### config.mk
export PLATFORM = sky130hd
export DESIGN_NAME = pif_flags
export DESIGN_NICKNAME = d
export VERILOG_FILES = /design/src/rtl/pif_pkg.sv /design/src/rtl/pif_flags.sv
export SDC_FILE = /design/constraint.sdc
export NUM_CORES = 1
export LEC_CHECK = 0
export BUFFER_PORTS_ARGS = -buffer_cell sky130_fd_sc_hd__buf_2
export CAP_MARGIN = 10
export CORE_ASPECT_RATIO = 1.5
export CORE_MARGIN = 5
export CORE_UTILIZATION = 34
export CTS_BUF_LIST = sky130_fd_sc_hd__clkbuf_2 sky130_fd_sc_hd__clkbuf_4 sky130_fd_sc_hd__clkbuf_8
export DETAILED_ROUTE_END_ITERATION = 7
export GPL_ROUTABILITY_DRIVEN = 0
export PLACE_DENSITY = 0.59
export SETUP_SLACK_MARGIN = 0.02
export SYNTH_ARGS = -nofsm -noshare
export SYNTH_HDL_FRONTEND = slang
export SYNTH_SLANG_ARGS = --single-unit
### constraint.sdc
create_clock -name clock -period 1.2 [get_ports clock]
set_input_delay 0.3 -clock clock [delete_from_list [all_inputs] [get_ports clock]]
set_output_delay 0.3 -clock clock [all_outputs]
set_load 0.05 [all_outputs]
### src/rtl/pif_pkg.sv
package pif_pkg;

	// -----------------------------------------------------------------
	// Register offsets
	// -----------------------------------------------------------------
	localparam logic [7:0] PIF_ADDR_FLAGS_LOW = 8'h0c;
	localparam logic [7:0] PIF_ADDR_FLAGS_HIGH = 8'h0d;
	localparam logic [7:0] PIF_ADDR_ENABLES_LOW = 8'h8c;
	localparam logic [7:0] PIF_ADDR_ENABLES_HIGH = 8'h8d;
	localparam logic [7:0] PIF_ADDR_CONTROL = 8'h8b;

	// -----------------------------------------------------------------
	// Field positions and masks
	// -----------------------------------------------------------------
	localparam int PIF_BIT_PARALLEL = 7;
	localparam int PIF_BIT_CONVERSION = 6;
	localparam int PIF_BIT_RECEIVE = 5;
	localparam int PIF_BIT_TRANSMIT = 4;
	localparam int PIF_BIT_SYNC_SERIAL = 3;
	localparam int PIF_BIT_CAPCOMP_ONE = 2;
	localparam int PIF_BIT_TIMER_TWO = 1;
	localparam int PIF_BIT_TIMER_ONE = 0;
	localparam int PIF_BIT_COMPARATOR = 6;
	localparam int PIF_BIT_NV_WRITE = 4;
	localparam int PIF_BIT_COLLISION = 3;
	localparam int PIF_BIT_CAPCOMP_TWO = 0;
	localparam int PIF_BIT_GLOBAL_EN = 7;
	localparam int PIF_BIT_PERIPH_EN = 6;
	localparam logic [7:0] PIF_LOW_SW_MASK = 8'hcf;
	localparam logic [7:0] PIF_HIGH_MASK = 8'h59;
	localparam logic [7:0] PIF_CONTROL_MASK = 8'hc0;

	// -----------------------------------------------------------------
	// Reset values
	// -----------------------------------------------------------------
	localparam logic [7:0] PIF_RESET_VALUE = 8'h00;

	// -----------------------------------------------------------------
	// Carriers
	// -----------------------------------------------------------------
	typedef enum logic [1:0] {
		PIF_CC_OFF = 2'b00,
		PIF_CC_CAPTURE = 2'b01,
		PIF_CC_COMPARE = 2'b10,
		PIF_CC_PWM = 2'b11
	} pif_cc_mode_t;

	typedef struct packed {
		logic [7:0] addr;
		logic [7:0] wdata;
		logic wr;
		logic rd;
	} pif_bus_req_t;

	typedef struct packed {
		logic parallel_access;
		logic conversion_done;
		logic receive_full;
		logic transmit_empty;
		logic sync_serial_done;
		logic capcomp_one_capture;
		logic capcomp_one_match;
		pif_cc_mode_t capcomp_one_mode;
		logic timer_two_match;
		logic timer_one_overflow;
		logic comparator_change;
		logic nv_write_done;
		logic collision;
		logic capcomp_two_capture;
		logic capcomp_two_match;
		pif_cc_mode_t capcomp_two_mode;
	} pif_events_t;

endpackage

### src/rtl/pif_flags.sv
// Design decision made here: the plain strobed port.
`timescale 1ns/1ns

module pif_flags (
	input wire logic clock, // Core clock.
	input wire logic rst_n, // Asynchronous reset, active low.
	input wire pif_pkg::pif_bus_req_t bus_req, // Register access request.
	output logic [7:0] bus_rdata, // Read data, one cycle after read.
	input wire pif_pkg::pif_events_t events, // Peripheral conditions.
	output logic global_irq_enable, // Global enable state.
	output logic peripheral_irq_enable, // Peripheral enable state.
	output logic irq_request // Combined interrupt request.
);
	import pif_pkg::*;

	// -----------------------------------------------------------------
	// Helpers
	// -----------------------------------------------------------------
	function automatic logic cc_event(input pif_cc_mode_t mode, input logic cap,
		input logic match);
		cc_event = ((mode == PIF_CC_CAPTURE) && cap) || ((mode == PIF_CC_COMPARE) && match);
	endfunction

	function automatic logic [7:0] sticky_next(input logic [7:0] cur, input logic [7:0] set,
		input logic wr, input logic [7:0] wdata, input logic [7:0] mask);
		logic [7:0] base;
		base = wr ? (wdata & mask) : cur;
		sticky_next = (base | set) & mask;
	endfunction

	logic [7:0] flags_low_ff;
	logic [7:0] flags_high_ff;
	logic [7:0] enables_low_ff;
	logic [7:0] enables_high_ff;
	logic [7:0] control_ff;
	logic [7:0] bus_rdata_ff;
	logic [7:0] set_low;
	logic [7:0] set_high;
	logic [7:0] flags_low_view;
	logic [7:0] nxt_flags_low;
	logic [7:0] nxt_flags_high;
	logic wr_flags_low;
	logic wr_flags_high;

	// -----------------------------------------------------------------
	// Event set terms
	// -----------------------------------------------------------------
	// set terms ignore enables
	always_comb begin
		set_low = PIF_RESET_VALUE;
		set_low[PIF_BIT_PARALLEL] = events.parallel_access;
		set_low[PIF_BIT_CONVERSION] = events.conversion_done;
		set_low[PIF_BIT_SYNC_SERIAL] = events.sync_serial_done;
		set_low[PIF_BIT_CAPCOMP_ONE] = cc_event(events.capcomp_one_mode,
			events.capcomp_one_capture, events.capcomp_one_match);
		set_low[PIF_BIT_TIMER_TWO] = events.timer_two_match;
		set_low[PIF_BIT_TIMER_ONE] = events.timer_one_overflow;
		set_high = PIF_RESET_VALUE;
		set_high[PIF_BIT_COMPARATOR] = events.comparator_change;
		set_high[PIF_BIT_NV_WRITE] = events.nv_write_done;
		set_high[PIF_BIT_COLLISION] = events.collision;
		set_high[PIF_BIT_CAPCOMP_TWO] = cc_event(events.capcomp_two_mode,
			events.capcomp_two_capture, events.capcomp_two_match);
	end

	assign wr_flags_low = bus_req.wr && (bus_req.addr == PIF_ADDR_FLAGS_LOW);
	assign wr_flags_high = bus_req.wr && (bus_req.addr == PIF_ADDR_FLAGS_HIGH);

	// -----------------------------------------------------------------
	// Sticky flags
	// -----------------------------------------------------------------
	// set wins over a clearing write
	assign nxt_flags_low = sticky_next(flags_low_ff, set_low, wr_flags_low, bus_req.wdata,
		PIF_LOW_SW_MASK);
	assign nxt_flags_high = sticky_next(flags_high_ff, set_high, wr_flags_high, bus_req.wdata,
		PIF_HIGH_MASK);

	always_ff @(posedge clock or negedge rst_n) begin
		if (!rst_n) begin
			flags_low_ff <= PIF_RESET_VALUE;
		end else begin
			flags_low_ff <= nxt_flags_low;
		end
	end

	always_ff @(posedge clock or negedge rst_n) begin
		if (!rst_n) begin
			flags_high_ff <= PIF_RESET_VALUE;
		end else begin
			flags_high_ff <= nxt_flags_high;
		end
	end

	always_comb begin
		flags_low_view = flags_low_ff;
		flags_low_view[PIF_BIT_RECEIVE] = events.receive_full;
		flags_low_view[PIF_BIT_TRANSMIT] = events.transmit_empty;
	end

	// -----------------------------------------------------------------
	// Enable registers
	// -----------------------------------------------------------------
	// low enables one per source
	always_ff @(posedge clock or negedge rst_n) begin
		if (!rst_n) begin
			enables_low_ff <= PIF_RESET_VALUE;
		end else if (bus_req.wr && (bus_req.addr == PIF_ADDR_ENABLES_LOW)) begin
			enables_low_ff <= bus_req.wdata;
		end
	end

	always_ff @(posedge clock or negedge rst_n) begin
		if (!rst_n) begin
			enables_high_ff <= PIF_RESET_VALUE;
		end else if (bus_req.wr && (bus_req.addr == PIF_ADDR_ENABLES_HIGH)) begin
			enables_high_ff <= bus_req.wdata & PIF_HIGH_MASK;
		end
	end

	always_ff @(posedge clock or negedge rst_n) begin
		if (!rst_n) begin
			control_ff <= PIF_RESET_VALUE;
		end else if (bus_req.wr && (bus_req.addr == PIF_ADDR_CONTROL)) begin
			control_ff <= bus_req.wdata & PIF_CONTROL_MASK;
		end
	end

	assign global_irq_enable = control_ff[PIF_BIT_GLOBAL_EN];
	assign peripheral_irq_enable = control_ff[PIF_BIT_PERIPH_EN];

	// -----------------------------------------------------------------
	// Request
	// -----------------------------------------------------------------
	// Combinational so a new flag reaches the core in the cycle after its event.
	// peripheral enable gate
	assign irq_request = global_irq_enable && peripheral_irq_enable &&
		(|((flags_low_view & enables_low_ff) | (flags_high_ff & enables_high_ff)));

	// -----------------------------------------------------------------
	// Read port
	// -----------------------------------------------------------------
	// Unmapped addresses read zero; reads have no side effects.
	always_ff @(posedge clock or negedge rst_n) begin
		if (!rst_n) begin
			bus_rdata_ff <= PIF_RESET_VALUE;
		end else if (bus_req.rd) begin
			if (bus_req.addr == PIF_ADDR_FLAGS_LOW) begin
				bus_rdata_ff <= flags_low_view;
			end else if (bus_req.addr == PIF_ADDR_FLAGS_HIGH) begin
				bus_rdata_ff <= flags_high_ff;
			end else if (bus_req.addr == PIF_ADDR_ENABLES_LOW) begin
				bus_rdata_ff <= enables_low_ff;
			end else if (bus_req.addr == PIF_ADDR_ENABLES_HIGH) begin
				bus_rdata_ff <= enables_high_ff;
			end else if (bus_req.addr == PIF_ADDR_CONTROL) begin
				bus_rdata_ff <= control_ff;
			end else begin
				bus_rdata_ff <= PIF_RESET_VALUE;
			end
		end else begin
			bus_rdata_ff <= PIF_RESET_VALUE;
		end
	end

	assign bus_rdata = bus_rdata_ff;
endmodule

After elaboration in Yosys (flattened, before gate mapping). Index checks and enable logic that the tools add are counted.

Output and inout port bits: 11. Flip-flop bits (word level): 32. Input port bits: 38.

Reductions and logical operators: 14. Eq/ne operators: 9. Muxes and demuxes: 8. Bitwise logic cells: 5.

Operators with widths (count): 8-bit two-way mux (7); 8-bit equality test (second input constant) (3); 8-bit by 4-bit equality test with 1-bit output (second input constant) (2); 1-bit logical AND (11); 8-bit AND (1); 8-bit by 7-bit OR with 8-bit output (1); 8-bit OR (1); 8-bit OR reduction (1); 7-bit AND (1); 7-bit two-way mux (1); 7-bit OR (1); 2-bit by 1-bit equality test with 1-bit output (second input constant) (2); 2-bit equality test (second input constant) (2); 1-bit logical OR (2).

Longest topological paths before layout. Gate-level depths: netlist of run 1.

Word-level depth: 7. Gate-level depth with buffers: 6. Mapped depth without buffers: 4.

Least setup slack after synthesis of run 1. Ideal clock, no wire load.

Path kind: register to output. Start point: reg control_ff[7]. End point: out irq_request. Required time: 900 ps. Cell stages (with the launch flop): 3. Path buffers: 0. Arrival time: 1559 ps. Path slack: -659 ps. Path through: dfrtp_1 nand2_1 a31oi_1.

Word-level cells in the longest chain between the ends: 2.

Ends and longest elaborated chain: start, declared (line pif_flags.sv:35) `logic [7:0] control_ff;`; start signal, assigned (line pif_flags.sv:124) `control_ff <= bus_req.wdata & PIF_CONTROL_MASK;`; 1-bit logical AND (2 in series) (line pif_flags.sv:136) `assign irq_request = global_irq_enable && peripheral_irq_enable &&`; end, declared (line pif_flags.sv:12) `output logic irq_request`.

Every way passes these cells.

Worst setup path after layout of run 1.
Start point: reg enables_low_ff[0]. End point: out irq_request.

Word-level cells in the longest chain between the ends: 4.

Ends and longest elaborated chain: start, declared (line pif_flags.sv:33) `logic [7:0] enables_low_ff;`; start signal, assigned (line pif_flags.sv:108) `enables_low_ff <= bus_req.wdata;`; 8-bit AND (line pif_flags.sv:137) `(|((flags_low_view & enables_low_ff) | (flags_high_ff & enables_high_ff)));`; 8-bit by 7-bit OR with 8-bit output (line pif_flags.sv:137); 8-bit OR reduction (line pif_flags.sv:137); 1-bit logical AND (line pif_flags.sv:136).

Every way passes these cells.

==> results of run 1 <==
final timing paths:
| path | endpoint | from | slack (ns) |
|---|---|---|---|
| max in group asynchronous | control_ff[6]$_DFFE_PN0P_ | rst_n | 0.51 |
| min in group asynchronous | bus_rdata[3]$_DFF_PN0_ | rst_n | 0.50 |
| worst max-delay path | irq_request | enables_low_ff[0]$_DFFE_PN0P_ | -0.62 |
| worst min-delay path | flags_low_ff[7]$_DFF_PN0_ | events[17] | 0.19 |
| worst min register to register | control_ff[6]$_DFFE_PN0P_ | control_ff[6]$_DFFE_PN0P_ | 0.59 |
| worst max register to register | bus_rdata[3]$_DFF_PN0_ | enables_high_ff[3]$_DFFE_PN0P_ | -0.07 |
synth_stat cells, drive strengths merged:
library cell / instances / area [um2]
a22o: 3 / 26.3
a221oi: 3 / 26.3
a31oi: 1 / 6.26
nand3b: 5 / 37.5
nor4b: 1 / 23.8
nand3: 5 / 25.0
o21a: 2 / 15.0
and3b: 1 / 8.76
nand4b: 1 / 8.76
nor3: 1 / 5.00
a211oi: 2 / 15.0
nor3b: 3 / 33.8
dfrtp: 32 / 801
a211o: 8 / 70.1
o22ai: 2 / 12.5
nand4: 2 / 12.5
and4: 2 / 18.8
nand2b: 1 / 6.26
a21oi: 2 / 10.0
a32oi: 1 / 8.76
buf: 6 / 45.0
a32o: 2 / 20.0
mux2i: 7 / 70.1
mux2: 15 / 169
a22oi: 1 / 7.51
nand2: 7 / 26.3
and2: 1 / 6.26
nor2: 10 / 37.5
o211ai: 1 / 7.51
inv: 6 / 22.5
nor2b: 6 / 37.5
metrics by stage:
step | util (%) | TNS [ns]
5_1_grt | 56.9 | -2.09
6_report | 56.9 | -1.22
3_5_place_dp | 50.3 | -10.81
3_3_place_gp | 50.3 | -10.45
4_1_cts | 55.8 | -1.06
2_1_floorplan | - | -4.25
flip-flops by register name, indices dropped and copies added, names as in the netlist:
signal           flops
enables_low_ff       8
flags_low_ff         6
bus_rdata            8
flags_high_ff        4
control_ff           2
enables_high_ff      4
per-layer routing:
metal  track usage (%)  routed length [um]
met5                 0                   0
met1              17.7                1850
met3              3.93                 236
met4              6.44                  89
met2              30.6                2710
kinds of logic after synthesis:
family                 count (synthesis)  share of synthesized area [%]
AOI/OAI and AO/OA                     28                           13.9
buffers and inverters                 12                           4.17
DFF                                   32                           49.4
muxes                                 22                           14.7
and+or+nand+nor                       46                           17.8
area by class of cell:
class / count / area [um2]
Clock buffer: 7 / 83.8
Timing Repair Buffer: 98 / 709
Tap cell: 64 / 80.1
Sequential cell: 32 / 803
Inverter: 6 / 22.5
Fill cell: 414 / 1970
Multi-Input combinational cell: 96 / 903
Clock inverter: 1 / 5.00
report_power, final:
| part | internal, uW | leakage, uW | switching [uW] |
|---|---|---|---|
| Clock | 452 | 0.0000491 | 397 |
| Sequential | 1100 | 0.000389 | 18.9 |
| Combinational | 239 | 0.000797 | 188 |
| Total | 1790 | 0.00124 | 604 |
timing repair:
action,4_1_cts,5_1_grt
setup buffers,4,3
hold endpoints to repair,32,0
hold buffers,1,0
pin swaps,12,2
gates resized for setup,34,12
endpoints found under the setup margin,34,33
placed cells by master (no fill, tap or decap), types with 2 or more instances in the layout:
master    instances
nand2_1           7
clkbuf_8          5
buf_2            36
nor2_1            8
a211o_1           8
a211oi_1          2
nand4_1           2
dfrtp_2           2
nand3_1           4
a32o_1            2
and4_4            2
nor2b_1           5
clkbuf_4          5
dfrtp_1          30
mux2_4           15
buf_4            47
buf_8             3
a221oi_2          3
nor3b_1           2
inv_1             6
mux2i_1           7
o22ai_2           2
o21a_1            2
nand3b_1          5
a22o_1            3
buf_6             7
==> key figures, run 1 <==
Floorplan
  – Initial cell density of the core: a little over a third
  – Core Footprint: 4580 um2
  – Num ports: 49
  – Die area: 6270 um2
  – Row count: 30
  – Die Y: 94.6 um
  – Die Span X: 66.4 um

Synthesis
  – Register area share after synthesis: 49.4%
  – Unique cell type count in the Yosys netlist: 35
  – Syn nets: 178
  – Mapped Area: 1620 um2
  – Yosys Warn Count: 0
  – Syn avg cell area: 11.6 um2
  – Post-synthesis register bit count: 32
  – Gate Count Post-Synth: 140

Global routing
  – GRT Total Usage: 16.6%
  – Vias in the first global route: 1736
  – Largest net degree at the start of global routing: 33
  – First-pass GRT wire length: 7900 um
  – Total gr overflow: 0
  – Initial antenna violation count: 0

STA
  – Max transition margin: 77.1%
  – Final hold violation count: 0
  – Unrepaired setup endpoints after global routing: yes
  – Min cycle time layout: 1.82 ns
  – Skew final: 0.00760 ns
  – Final setup viols: 22
  – Post-route setup slack: -0.619 ns
  – Hold Slack: ~0.19 ns
  – Max-slew violations: 0
  – FMAX: 550 MHz
  – Slew @ Worst Pin: 0.344 ns
  – Final period util: 152%

Power
  – Lkg Pwr: approximately 0.0012 uW
  – Peak supply drop: 0.562 mV
  – Cell area power density: about 920 nW/um2
  – Total power: 2400 uW

CTS
  – Clock slew at reported path FFs: 0.07 ns
  – Clk root buf: clkbuf_8
  – Clk_lat worst skew: 0.29 ns
  – H-tree levels: 2
  – CTS tree: done
  – Num CTS Buffers: 5
  – Clock Tree Buf Depth: 2
  – Num Clock Sinks: 32

Route
  – DR DRC count: 0
  – Iter 0 DRT Violations: 87
  – DR WL/cell: between 15 and 20 um
  – Drt first pass iters: 4
  – Antenna Violating Nets Remaining: 0
  – Aggregate routed wire length: 4890 um
  – Vias: 1526
  – Via/cell ratio: 5.02

Critical path
  – Crit-path cells: a22o_1, a221oi_2, a31oi_4, buf_6
  – Register-to-Register Path Depth: 5
  – Crit path max-delay cell type: dfrtp_1
  – Critical path type: register to output port
  – Crit. End Element: output port
  – CP required: 0.90 ns
  – Crit path max fanout: 2
  – Stages on worst setup path: 4
  – Buffers and inverters on the worst path: 1
  – Largest delay share family, worst path: compound AO/OA/AOI/OAI gates
  – Critical Path Max Stage Delay: 0.38 ns
  – Critical path startpoint category: register
  – Arrival time at the worst endpoint: 1.52 ns

Placed design
  – Placed cells: 289
  – # port buffers: 48
  – Setup WS pre-CTS: -0.398 ns
  – HPWL after detailed placement: ~3700 um
  – Placed Instance Area: ~2300 um2

Final layout
  – Syn-to-layout area delta: 60.9%
  – Final net count: 277
  – Final instance area: 2610 um2
  – Layout Cells excl Fill: 304
  – Antenna cells: 0
  – Share of post-route cells with drive strength above 1: between 50% and 60%

Run status
  – Status: finished, violations left
  – Violated checks: negative setup slack

Flow run
  – Max_cap viols: 0

Min path
  – Hold Path Depth: 2
  – Hold crit path type: primary input to register
(Power assumes the default switching activity.)
==> inputs of run 2 (changes only) <==
Settings changed: CORE_ASPECT_RATIO 1.5 to 0.6.
==> run 2 against run 1 <==
Against the previous run:
- the run still ends with negative setup slack left
- sequential share of layout area rose by 0.74 points
- die area rose by 0.27%
- final cell count fell by 3.6%
- register-to-register slack got worse by 0.04 ns
- cell area fell by 2.4%
- critical path type unchanged
- largest power group unchanged
==> key figures, run 2 (synthesis results as in run 1) <==
Global routing
  – Total gr overflow: 0 (unchanged)
  – Initial antenna violation count: 0 (unchanged)
  – First-pass GRT wire length: 8450 um (+7.0%)
  – Largest net degree at the start of global routing: 33 (unchanged)
  – Vias in the first global route: 1601 (-7.8%)
  – GRT Total Usage: 17.2% (+0.63 points)

CTS
  – Clk root buf: clkbuf_8
  – Clock Tree Buf Depth: 2 (unchanged)
  – H-tree levels: 2 (unchanged)
  – Num CTS Buffers: 5 (unchanged)
  – Clk_lat worst skew: 0.28 ns (about the same)
  – Num Clock Sinks: 32 (unchanged)
  – CTS tree: done
  – Clock slew at reported path FFs: 0.07 ns (about the same)

Power
  – Lkg Pwr: 0.00119 uW (-3.4%)
  – Total power: 2410 uW (+0.58%)
  – Peak supply drop: 0.470 mV (-16%)
  – Cell area power density: 947 nW/um2 (+3.0%)

STA
  – FMAX: 552 MHz (+0.40%)
  – Final hold violation count: 0 (unchanged)
  – Post-route setup slack: -0.612 ns (+0.00727 ns)
  – Setup_tns: -2.17 ns (-0.950 ns)
  – Max transition margin: 78.7% (+1.6 points)
  – Min cycle time layout: 1.81 ns (-0.00727 ns)
  – Slew @ Worst Pin: 0.318 ns (-0.0260 ns)
  – Unrepaired setup endpoints after global routing: yes
  – Max-slew violations: 0 (unchanged)
  – Final setup viols: 23 (+4.5%)
  – Skew final: 0.00854 ns (+0.000938 ns)
  – Final period util: 151% (-0.61 points)

Final layout
  – Commonest cells after routing, fill and taps aside: buf_4, buf_2, dfrtp_1, mux2_4
  – Final net count: 267 (-3.6%)
  – Multi-input gate area: 912 um2 (+0.97%)
  – Final core occ: 55.5% (-1.4 points)
  – Sequential cell area: 803 um2 (unchanged)
  – Final instance area: 2550 um2 (-2.4%)
  – Share of post-route cells with drive strength above 1: 57.0% (-1.4 points)
  – # fillers: 409 (-1.2%)
  – Syn-to-layout area delta: 57.1%
  – Commonest non-fill, non-tap cell in the layout: buf_4
  – Antenna cells: 0 (unchanged)

Floorplan
  – Die Y: 63.5 um (-33%)
  – Initial cell density of the core: 35.3% (-0.068 points)
  – Row count: 19 (-37%)
  – Num ports: 49 (unchanged)
  – Die Span X: 99.1 um (+49%)
  – Core Footprint: 4590 um2 (+0.19%)
  – Die area: 6290 um2 (+0.27%)

Min path
  – End of the worst hold path: flags_high_ff[4]$_DFF_PN0_
  – Hold Path Depth: 2 (unchanged)
  – Hold crit path type: primary input to register
  – Worst Min Path Start: events[5]

Run status
  – Status: finished, violations left
  – Violated checks: negative setup slack

Critical path
  – Critical path type: register to output port
  – FF-to-FF Start: enables_high_ff[6]$_DFFE_PN0P_
  – Critical path startpoint category: register
  – CP required: 0.90 ns (about the same)
  – Crit. End Element: output port
  – Reg2reg setup slack: -0.11 ns (-0.04 ns)
  – Arrival time at the worst endpoint: 1.51 ns (about the same)
  – Register-to-Register Path Depth: 5 (unchanged)
  – Crit path max fanout: 2 (unchanged)
  – R2R Path End: bus_rdata[6]$_DFF_PN0_
  – Worst setup path start: flags_low_ff[6]$_DFF_PN0_

Route
  – Aggregate routed wire length: 5100 um (+4.2%)
  – DR WL/cell: 17.4 um (+8.1%)
  – Antenna Violating Nets Remaining: 0 (unchanged)
  – DR DRC count: 0 (unchanged)
  – Drt first pass iters: 4 (unchanged)
  – Via/cell ratio: 5.07 (+1.0%)
  – Vias: 1486 (-2.6%)
  – Iter 0 DRT Violations: 45 (-48%)

Placed design
  – Placed Instance Area: 2250 um2 (-2.3%)
  – # port buffers: 48 (unchanged)
  – HPWL after detailed placement: 3910 um (+6.2%)

Flow run
  – Max_cap viols: 0 (unchanged)
run 2: changes by cell type in the layout (fill, tap and decap cells not counted), moves of 2 or more:
cell      previous run  this run
buf_4               47        40
clkbuf_4             5         2
a211oi_1             2         0
a211oi_2             0         2
buf_6                7         5
run 2: worst max path at each step:
| stage | endpoint | depth (start not counted) | slack [ns] |
|---|---|---|---|
| global route | irq_request | 5 | -0.69 |
| floorplan | enables_low_ff[0]$_DFFE_PN0P_ | 4 | -0.27 |
| CTS | irq_request | 5 | -0.62 |
| detailed placement | enables_low_ff[2]$_DFFE_PN0P_ | 4 | -0.43 |
| global placement | irq_request | 6 | -0.41 |
| finish | irq_request | 5 | -0.61 |
run 2: worst max-delay path: stages, from the launching register on:
cell      delay, ns
dfrtp_1        0.40
a22o_1         0.25
a221oi_2       0.17
buf_4          0.15
a31oi_4        0.08
buf_6          0.17
run 2: layout make-up:
class / count / area share, %
multi-input combinational: 96 / 35.8
clock buffer: 6 / 3.24
inverter: 6 / 0.885
timing repair buffer: 88 / 25.0
sequential: 32 / 31.5
tap: 63 / 3.10
clock inverter: 2 / 0.393
run 2: metal layers:
metal  up-vias  wire length [um]  GRT usage (%)
li1        695                 -              -
met1       723              2390           24.1
met2        64              2330           27.5
met3         4               355           4.41
met4         0                23           2.04
met5         -                 0              0
run 2: power by group:
part,internal [uW],switching (uW),leakage (uW)
clock network,458,412,0.0000510
registers,1100,20.6,0.000389
logic,228,190,0.000754
total,1790,623,0.00119
run 2: per-stage QoR:
stage / setup WS, ns / hold WS [ns] / std cells
floorplan: -0.270 / 0.00441 / 140
global placement: -0.406 / 0.263 / 281
detailed placement: -0.429 / 0.273 / 281
CTS: -0.620 / 0.199 / 293
global route: -0.695 / 0.195 / 293
finish: -0.612 / 0.208 / 293
run 2: what timing repair did:
item | CTS | global route
gates cloned | 0 | 0
endpoints found under the setup margin | 32 | 33
hold buffers | 1 | 0
pin swaps | 10 | 5
resized for setup | 34 | 15
hold endpoints to repair | 32 | 0
buffers inserted | 3 | 0
